`src/adc_result_pkg.sv`:
```
// Package for the converter result, compare and configuration block.
// Assumes a single 20 MHz clock and a plain register port in the host.
package adc_result_pkg;

    // ****************************************************************
    // Register map.
    // ****************************************************************
    localparam logic [2:0] OFS_RESULT_HIGH = 3'h0; // Result, upper bits.
    localparam logic [2:0] OFS_RESULT_LOW  = 3'h1; // Result, lower byte.
    localparam logic [2:0] OFS_CMP_HIGH    = 3'h2; // Compare, upper bits.
    localparam logic [2:0] OFS_CMP_LOW     = 3'h3; // Compare, lower byte.
    localparam logic [2:0] OFS_CONFIG      = 3'h4; // Configuration.
    localparam logic [2:0] OFS_PIN_LOW     = 3'h5; // Pin control 0..7.
    localparam logic [2:0] OFS_CMP_CTRL    = 3'h6; // Compare enable/select.

    // ****************************************************************
    // Configuration fields.
    // ****************************************************************
    localparam int CFG_LOWPWR_BIT = 7;  // Low power select.
    localparam int CFG_DIV_HI     = 6;  // Clock divide field, top.
    localparam int CFG_DIV_LO     = 5;  // Clock divide field, bottom.
    localparam int CFG_LSMP_BIT   = 4;  // Long sample select.
    localparam int CFG_MODE_HI    = 3;  // Mode field, top.
    localparam int CFG_MODE_LO    = 2;  // Mode field, bottom.
    localparam int CFG_CLK_HI     = 1;  // Input clock field, top.
    localparam int CFG_CLK_LO     = 0;  // Input clock field, bottom.
    localparam int CMPC_EN_BIT    = 0;  // Compare enable bit.
    localparam int CMPC_GT_BIT    = 1;  // Greater-or-equal select bit.

    localparam logic [7:0] RESET_BYTE = 8'h00; // Reset of every register.
    localparam logic [3:0] MASK_12    = 4'hF;  // Upper nibble, 12 bit.
    localparam logic [3:0] MASK_10    = 4'h3;  // Upper nibble, 10 bit.
    localparam logic [3:0] MASK_8     = 4'h0;  // Upper nibble, 8 bit.

    // Resolution codes.
    localparam logic [1:0] MODE_8  = 2'h0;
    localparam logic [1:0] MODE_12 = 2'h1;
    localparam logic [1:0] MODE_10 = 2'h2;

    // Input clock source codes.
    localparam logic [1:0] SRC_BUS   = 2'h0;
    localparam logic [1:0] SRC_BUS2  = 2'h1;
    localparam logic [1:0] SRC_ALT   = 2'h2;
    localparam logic [1:0] SRC_ASYNC = 2'h3;

    // Interlock states.
    typedef enum logic {
        OPEN,
        LOCKED
    } lock_t;

endpackage : adc_result_pkg

```
`src/adc_result_compare_config.sv`:
```
// Result, compare and configuration registers of the converter.
// Assumes the core delivers a one-cycle done pulse with a 12-bit result on
// clk, and the alternate and internal clocks arrive as raw pin levels.
//
// Function
// (RULE_01) High register holds four or two top bits
// (RULE_02) Clear bits 11:10 or 11:8 per mode
// (RULE_03) Update results unless compare enabled and fails
// (RULE_04) Compare hit stores result minus compare value
// (RULE_05) High read locks results until low read
// (RULE_06) Results completing while locked are dropped
// (RULE_07) No interlock in 8-bit mode
// (RULE_08) Software discards results after mode change
// (RULE_09) Low register holds lower eight bits
// (RULE_10) 12-bit compare uses four high compare bits
// (RULE_11) 10-bit compare uses compare bits 9:8
// (RULE_12) 8-bit compare ignores high compare register
// (RULE_13) Low compare byte compared every conversion
// (RULE_14) Config bit 7 selects low power
// (RULE_15) Config 6:5 divides clock by 1,2,4,8
// (RULE_16) Config bit 4 selects long sample
// (RULE_17) Config 3:2 selects resolution
// (RULE_18) Config 1:0 selects input clock source
// (RULE_19) Pin bit n governs channel n pin
// (RULE_20) Set pin bit: no output, input, pullup
// (RULE_21) Compare less-than or greater-or-equal by select
module adc_result_compare_config
    import adc_result_pkg::*;
#(
    parameter int CHANNELS = 8  // Channels covered by the pin register.
) (
    input  wire logic                clk,
    input  wire logic                rst_n,
    input  wire logic [2:0]          regAddr,
    input  wire logic [7:0]          regWriteData,
    input  wire logic                regWrite,
    input  wire logic                regRead,
    output      logic [7:0]          regReadData,
    input  wire logic                convDone,
    input  wire logic [11:0]         convResult,
    input  wire logic                alternateClockPin,
    input  wire logic                internalAsyncClockPin,
    output      logic                converterClockTick,
    output      logic                lowPowerMode,
    output      logic                longSample,
    output      logic [1:0]          convMode,
    output      logic                compareHit,
    output      logic [CHANNELS-1:0] portOutputDisable,
    output      logic [CHANNELS-1:0] portInputDisable,
    output      logic [CHANNELS-1:0] pullupDisable
);
    import adc_result_pkg::*;

    // ****************************************************************
    // Registers.
    // ****************************************************************
    logic [7:0]          resultHigh;     // Result, upper bits.
    logic [7:0]          resultLow;      // Result, lower byte.
    logic [7:0]          compareHigh;    // Compare value, upper bits.
    logic [7:0]          compareLow;     // Compare value, lower byte.
    logic [7:0]          configuration;  // Converter configuration.
    logic [CHANNELS-1:0] pinSelect;      // Analog pin select.
    logic                compareEnable;  // Compare function enable.
    logic                compareGreater; // Greater-or-equal select.
    lock_t               lockState;      // Read interlock state.

    // ****************************************************************
    // Compare datapath.
    // ****************************************************************
    logic [1:0]  mode;        // Current resolution code.
    logic [3:0]  highMask;    // Upper nibble kept in this mode.
    logic [11:0] maskedRes;   // Result with unused bits cleared.
    logic [11:0] maskedCmp;   // Compare value with unused bits cleared.
    logic        isLess;      // Result below compare value.
    logic        cmpTrue;     // Compare condition satisfied.
    logic [11:0] difference;  // Result plus two's complement of compare.
    logic        takeResult;  // Conversion will be written.

    assign mode = configuration[CFG_MODE_HI:CFG_MODE_LO];

    // Pick which upper bits live in this mode; reserved mode keeps all.
    always_comb begin
        if (mode == MODE_8) begin
            highMask = MASK_8;                           // [RULE_02]
        end else if (mode == MODE_10) begin
            highMask = MASK_10;                          // [RULE_02]
        end else begin
            highMask = MASK_12;                          // [RULE_01]
        end
    end

    // The compare value is masked the same way, so 8-bit mode never looks
    // at the high compare register and 10-bit mode uses only bits 9:8.
    assign maskedRes  = {convResult[11:8] & highMask, convResult[7:0]};
    assign maskedCmp  = {compareHigh[3:0] & highMask,
                         compareLow};                    // [RULE_10] [RULE_11] [RULE_12] [RULE_13]
    assign isLess     = maskedRes < maskedCmp;
    assign cmpTrue    = compareGreater ? !isLess : isLess; // [RULE_21]
    assign difference = maskedRes + ((~maskedCmp) + 12'h001); // [RULE_04]

    // A result is kept if compare passes and, outside 8-bit mode, no lock holds or starts now.
    // Outside 8-bit mode a high read in the same cycle blocks it too, so the pair stays whole.
    assign takeResult = convDone && (!compareEnable || cmpTrue) // [RULE_03]
        && (mode == MODE_8                                      // [RULE_07]
            || (lockState == OPEN && !(regRead
            && regAddr == OFS_RESULT_HIGH)));          // [RULE_05] [RULE_06]

    // ****************************************************************
    // Result registers.
    // ****************************************************************
    // Upper bits beyond the mode are masked again so subtraction borrow
    // cannot leak into bits that must read as zero.
    always_ff @(posedge clk) begin
        if (!rst_n) begin
            resultHigh <= RESET_BYTE;
            resultLow  <= RESET_BYTE;
        end else if (takeResult) begin
            if (compareEnable) begin
                resultHigh <= {4'h0, difference[11:8] & highMask}; // [RULE_04]
                resultLow  <= difference[7:0];
            end else begin
                resultHigh <= {4'h0, maskedRes[11:8]};   // [RULE_01] [RULE_02]
                resultLow  <= maskedRes[7:0];            // [RULE_09]
            end
        end
    end

    // Compare hit pulse follows every written compare result.
    always_ff @(posedge clk) begin
        if (!rst_n) begin
            compareHit <= 1'b0;
        end else begin
            compareHit <= takeResult && compareEnable;
        end
    end

    // ****************************************************************
    // Read interlock.
    // ****************************************************************
    // A high read locks outside 8-bit mode; a low read releases. A low read wins if both
    // arrive, which cannot happen since strobes are one at a time. Any
    // conversion during the lock outside 8-bit mode is simply not stored, never queued.
    always_ff @(posedge clk) begin
        if (!rst_n) begin
            lockState <= OPEN;
        end else if (regRead && regAddr == OFS_RESULT_LOW) begin
            lockState <= OPEN;                           // [RULE_05]
        end else if (regRead && regAddr == OFS_RESULT_HIGH
                     && mode != MODE_8) begin
            lockState <= LOCKED;                         // [RULE_05] [RULE_07]
        end
    end

    // ****************************************************************
    // Register writes.
    // ****************************************************************
    // Software must ignore old results after a mode change; the block
    // does not clear them.
    always_ff @(posedge clk) begin
        if (!rst_n) begin
            compareHigh    <= RESET_BYTE;
            compareLow     <= RESET_BYTE;
            configuration  <= RESET_BYTE;
            pinSelect      <= '0;
            compareEnable  <= 1'b0;
            compareGreater <= 1'b0;
        end else if (regWrite) begin
            if (regAddr == OFS_CMP_HIGH) begin
                compareHigh <= regWriteData;
            end else if (regAddr == OFS_CMP_LOW) begin
                compareLow <= regWriteData;
            end else if (regAddr == OFS_CONFIG) begin
                configuration <= regWriteData;           // [RULE_08]
            end else if (regAddr == OFS_PIN_LOW) begin
                pinSelect <= regWriteData[CHANNELS-1:0]; // [RULE_19]
            end else if (regAddr == OFS_CMP_CTRL) begin
                compareEnable  <= regWriteData[CMPC_EN_BIT];
                compareGreater <= regWriteData[CMPC_GT_BIT];
            end
        end
    end

    // ****************************************************************
    // Register reads.
    // ****************************************************************
    // Data stand one cycle after the strobe and read zero otherwise.
    always_ff @(posedge clk) begin
        if (!rst_n) begin
            regReadData <= RESET_BYTE;
        end else if (!regRead) begin
            regReadData <= RESET_BYTE;
        end else if (regAddr == OFS_RESULT_HIGH) begin
            regReadData <= resultHigh;
        end else if (regAddr == OFS_RESULT_LOW) begin
            regReadData <= resultLow;
        end else if (regAddr == OFS_CMP_HIGH) begin
            regReadData <= compareHigh;
        end else if (regAddr == OFS_CMP_LOW) begin
            regReadData <= compareLow;
        end else if (regAddr == OFS_CONFIG) begin
            regReadData <= configuration;
        end else if (regAddr == OFS_PIN_LOW) begin
            regReadData <= 8'(pinSelect);
        end else if (regAddr == OFS_CMP_CTRL) begin
            regReadData <= {6'h00, compareGreater, compareEnable};
        end else begin
            regReadData <= RESET_BYTE;
        end
    end

    // ****************************************************************
    // Configuration outputs and pin control.
    // ****************************************************************
    always_ff @(posedge clk) begin
        if (!rst_n) begin
            lowPowerMode      <= 1'b0;
            longSample        <= 1'b0;
            convMode          <= MODE_8;
            portOutputDisable <= '0;
            portInputDisable  <= '0;
            pullupDisable     <= '0;
        end else begin
            lowPowerMode      <= configuration[CFG_LOWPWR_BIT]; // [RULE_14]
            longSample        <= configuration[CFG_LSMP_BIT];   // [RULE_16]
            convMode          <= mode;                          // [RULE_17]
            portOutputDisable <= pinSelect;                     // [RULE_20]
            portInputDisable  <= pinSelect;                     // [RULE_20]
            pullupDisable     <= pinSelect;                     // [RULE_20]
        end
    end

    // ****************************************************************
    // Clock source selection and divider.
    // ****************************************************************
    // External clocks are only sampled here, so they must be well under
    // half the bus rate; the tick is an enable, not a real clock.
    logic [1:0] altSync;     // Alternate clock synchroniser.
    logic [1:0] asyncSync;   // Internal clock synchroniser.
    logic       altLast;     // Previous synchronised alternate level.
    logic       asyncLast;   // Previous synchronised internal level.
    logic       halfToggle;  // Bus clock halved.
    logic       srcTick;     // One pulse per selected source edge.
    logic [2:0] divCount;    // Divider counter.
    logic [2:0] divLimit;    // Terminal count for the divider.

    always_ff @(posedge clk) begin
        if (!rst_n) begin
            altSync    <= 2'h0;
            asyncSync  <= 2'h0;
            altLast    <= 1'b0;
            asyncLast  <= 1'b0;
            halfToggle <= 1'b0;
        end else begin
            altSync    <= {altSync[0], alternateClockPin};
            asyncSync  <= {asyncSync[0], internalAsyncClockPin};
            altLast    <= altSync[1];
            asyncLast  <= asyncSync[1];
            halfToggle <= !halfToggle;
        end
    end

    // Source selection.
    always_comb begin
        if (configuration[CFG_CLK_HI:CFG_CLK_LO] == SRC_BUS) begin
            srcTick = 1'b1;                              // [RULE_18]
        end else if (configuration[CFG_CLK_HI:CFG_CLK_LO] == SRC_BUS2) begin
            srcTick = halfToggle;                        // [RULE_18]
        end else if (configuration[CFG_CLK_HI:CFG_CLK_LO] == SRC_ALT) begin
            srcTick = altSync[1] && !altLast;            // [RULE_18]
        end else begin
            srcTick = asyncSync[1] && !asyncLast;        // [RULE_18]
        end
    end

    // Divide ratio 1, 2, 4 or 8 as a terminal count.
    assign divLimit = 3'((4'h1 << configuration[CFG_DIV_HI:CFG_DIV_LO])
                         - 4'h1);                        // [RULE_15]

    always_ff @(posedge clk) begin
        if (!rst_n) begin
            divCount           <= 3'h0;
            converterClockTick <= 1'b0;
        end else if (srcTick) begin
            if (divCount >= divLimit) begin
                divCount           <= 3'h0;
                converterClockTick <= 1'b1;              // [RULE_15]
            end else begin
                divCount           <= divCount + 3'h1;
                converterClockTick <= 1'b0;
            end
        end else begin
            converterClockTick <= 1'b0;
        end
    end

endmodule // adc_result_compare_config

```
`config.mk`:
```
export PLATFORM = sky130hd
export DESIGN_NAME = adc_result_compare_config
export DESIGN_NICKNAME = d
export VERILOG_FILES = /design/src/adc_result_pkg.sv /design/src/adc_result_compare_config.sv
export SDC_FILE = /design/constraint.sdc
export NUM_CORES = 1
export LEC_CHECK = 0
export ABC_AREA = 1
export BUFFER_PORTS_ARGS = -buffer_cell sky130_fd_sc_hd__buf_2
export CORE_ASPECT_RATIO = 0.75
export CORE_UTILIZATION = 50
export DETAILED_ROUTE_END_ITERATION = 8
export GPL_TIMING_DRIVEN = 0
export PLACE_DENSITY_LB_ADDON = 0.12
export SLEW_MARGIN = 10
export SYNTH_ARGS = -nofsm -noshare
export SYNTH_HDL_FRONTEND = slang
export SYNTH_SLANG_ARGS = --single-unit
```
`constraint.sdc`:
```
create_clock -name clk -period 2.4 [get_ports clk]
set_clock_uncertainty 0.1 [all_clocks]
set_input_delay 0.12 -clock clk [delete_from_list [all_inputs] [get_ports clk]]
set_output_delay 0.12 -clock clk [all_outputs]
set_load 0.005 [all_outputs]
```
==> flow_metrics.py <==
metrics = {
    "clocking": {
        "htreeDepth": 3,
        "cts_tree": "built",
        "worstSkewPairLatency_ns": 0.36,
        "clkSlewWorstSetupHoldPaths_ns": 0.08,
        "clk_path_buf_depth": 2,
        "clockRootBuffer": "clkbuf_8",
        "clkSinkCount": 79,
        "cts_buffers": 9,
    },
    "power_and_ir_drop": {
        "p_leak_nw": 2.52,
        "ir_drop_v": 0.000435,
        "power-per-cell-area_mw_per_mm2": 551,
    },
    "drt": {
        "drt_wl_total_um": 11300,
        "wl_met1_um": 5370,
        "vias": 4076,
        "via_per_inst": 5.17,
        "wl_per_cell_um": 14.3,
        "antenna_left": 0,
        "wl_met3_um": 1020,
        "drtIter0Drc": 421,
        "top_layer_used": "met4",
        "drc": 0,
        "first_pass_iters": 6,
        "wl_met2_um": 4730,
    },
    "critical_path": {
        "rr_startpoint": "configuration[2]",
        "path_common_cell": "nand2_2",
        "cp-start-kind": "flip-flop",
        "r2r_end": "resultLow[0]",
        "end_kind": "flip-flop",
        "cp_max_fo": 10,
        "crit_arrival_ns": 2.43,
        "path_buf_inv": 3,
        "r2r_setup_slack_ns": 0.13,
        "worstSetupPathType": "reg2reg",
        "worstPathRequired_ns": 2.56,
        "critPathSlowestCell": "dfxtp_1",
        "rr_worst_depth": 16,
        "cp_cell_sequence": "buf_6, nor2_4, inv_2, nand2_1, ha_4, nand2_2, nor2_2, and2_1, nand2_2, nand3_1, nand2_2, nand3_4, nand2_4, buf_6, nor2_1, nor2_1",
        "cp_slowest_stage_delay_ns": 0.34,
        "crit_family": "simple AND/OR/NAND/NOR gates",
    },
    "global_routing": {
        "track_usage_pct": 27.3,
        "antenna_found_initial": 0,
        "overflow": 0,
        "grt_pass1_wl_um": 17800,
        "grt_max_degree": 14,
        "grt_pass1_vias": 3605,
    },
    "timing": {
        "worst_hold_slack_ns": 0.0202,
        "worst_pin_slew_ns": 0.661,
        "relSlewSlack_pct": 55.7,
        "period_needed_ns": 2.27,
        "hold_violations": 0,
        "finalSetupViolCount": 0,
        "fin_crit_sh_pct": 94.6,
        "slew_viol_final": 0,
        "fmax_mhz": 441,
    },
    "cells_and_area": {
        "drive_above_1_share_pct": 20.6,
        "final_nets": 727,
        "antenna_cells": 0,
        "areaGrowthSynthToFinish_pct": 17.7,
        "utilization_pct": 61.3,
        "fillCellCount": 784,
    },
    "synth": {
        "synth_edf_count": 0,
        "synth_area_per_cell_um2": 6.94,
        "seq_area_frac_synth_pct": 38.2,
        "syn_area_mm2": 0.00414,
        "synthCells": 597,
        "synth.largest_area_cell": "dfxtp_1",
        "async_reset_ff_share_pct": 0,
        "synth_cell_types": 36,
        "netlist.area_leader.share_pct": 38.2,
        "yosys_warnings": 0,
        "ys_top_cells_by_area": "dfxtp_1 38%, nand2_1 12%, inv_1 8.5%",
        "yosys_most_used_dff": "dfxtp_1",
        "syn_nets": 644,
        "ys_ff_latch": 79,
    },
    "floorplan": {
        "die_w_um": 107,
        "core-area_mm2": 0.00795,
        "ios": 68,
        "num_rows": 28,
        "initial_core_util_pct": 52.1,
        "fp.dieH_um": 80.8,
        "die_area_mm2": 0.00866,
    },
    "placement": {
        "port_buffers": 65,
        "place.gp.congestion": 0.969,
        "hpwl_um": 8570,
    },
    "min_path": {
        "hp-class": "in2reg",
        "holdPathEnd": "compareHigh[3]",
        "hold_start": "regWriteData[3]",
        "min_path_cells": 3,
    },
    "status": {
        "outcome": "completed",
    },
    "flow_run": {
        "maxCapViolCount": 0,
    },
}
-- report_power, final --
group	internal, mW	switching [mW]	total [mW]
clock network	0.365	0.477	0.842
logic	0.174	0.285	0.459
registers	1.36	0.0272	1.39
total	1.90	0.790	2.69
-- cell type report --
class	instances	area [µm²]	share of cell area, %
Multi-Input combinational cell	389	2020	41.5
Sequential cell	79	1580	32.4
Timing Repair Buffer	72	388	7.95
Inverter	96	360	7.39
Buffer	33	230	4.72
Tap cell	105	131	2.69
Clock buffer	9	124	2.54
Clock inverter	6	38.8	0.795
-- what timing repair did --
action	in CTS	in global routing
endpoints found under the setup margin	13	13
hold endpoints to repair	4	0
pin swaps	0	2
gates resized for setup	3	10
hold buffers	4	0
buffers inserted	0	3
-- placed cells by master (no fill, tap or decap), drive strengths merged --
cell type and n:
a31oi 7, inv 95, mux2i 3, and3 1, fa 1, a21o 1
nor3 4, dlygate4sd3 4, o2111ai 1, xnor2 1, nand4 6, o21bai 1
o22ai 8, clkinv 5, or2 3, nand3b 7, clkinvlp 2, a21oi 49
nand2 145, xor2 1, nand3 29, dfxtp 79, o21ai 41, nor2 63
ha 16, and2 1, clkbuf 16, buf 94
-- how the worst max path moves through the flow --
stage | to | cells past startpoint | startpoint
floorplan | resultHigh[2] | 15 | configuration[2]
global placement | resultLow[0] | 16 | configuration[2]
detailed placement | resultLow[4] | 14 | configuration[2]
CTS | resultLow[4] | 14 | configuration[2]
global route | resultLow[0] | 16 | configuration[2]
finish | resultLow[0] | 16 | configuration[2]
-- layer usage --
metal  GRT usage [%]  vias to the layer above
met5               0                        -
met3            5.78                       21
met1            40.0                     1827
met2            40.2                      185
li1                -                     2043
met4            7.40                        0
-- per-stage QoR --
stage | cells | instance area (µm²) | setup TNS, ns | power (mW) | worst slack, ns
after global placement | 767 | 4600 | -0.443 | 1.84 | -0.0504
after CTS | 786 | 4830 | 0 | 2.69 | 0.0595
final | 789 | 4880 | 0 | 2.69 | 0.131
after global routing | 789 | 4880 | -0.00232 | 2.83 | -0.00232
after detailed placement | 767 | 4600 | -0.749 | 1.85 | -0.0821
after floorplan | 597 | 4140 | 0 | 1.71 | 0.301
-- flip-flops by register name, indices dropped and copies added (netlist names), 2 cells and up --
register / cells
resultLow: 8
pullupDisable: 8
regReadData: 8
compareLow: 8
convMode: 2
resultHigh: 4
altSync: 2
configuration: 8
divCount: 3
pinSelect: 8
asyncSync: 2
compareHigh: 8
-- Yosys cell counts (2+ instances only) --
library cell / count
ha_1: 16
a31oi_1: 7
nand4_1: 6
nand3b_1: 7
nor2_4: 2
clkbuf_1: 7
nor2_2: 4
inv_1: 94
buf_4: 17
nor3_2: 2
dfxtp_1: 79
o22ai_1: 8
buf_6: 4
nand2_1: 137
nand2_2: 7
mux2i_1: 3
buf_2: 5
a21oi_1: 49
nor3_1: 2
nand3_1: 28
nor2_1: 57
or2_2: 2
o21ai_0: 41
-- worst min-delay path, cell delays in order --
cell	delay, ns
buf_2	0.15
o21ai_0	0.10
nor2_1	0.08
-- logic make-up (layout without fill, tap and decap cells) --
logic type,after synthesis,in the layout,synth area share (%)
and+or+nand+nor,259,259,27.6
AOI/OAI and AO/OA,108,108,13.7
DFF,79,79,38.2
muxes,3,3,0.725
buffers and inverters,129,216,14.1
xor gates and xnor gates,2,2,0.423
adders and majority gates,17,17,5.31
Power figures use the tool's default switching activity.
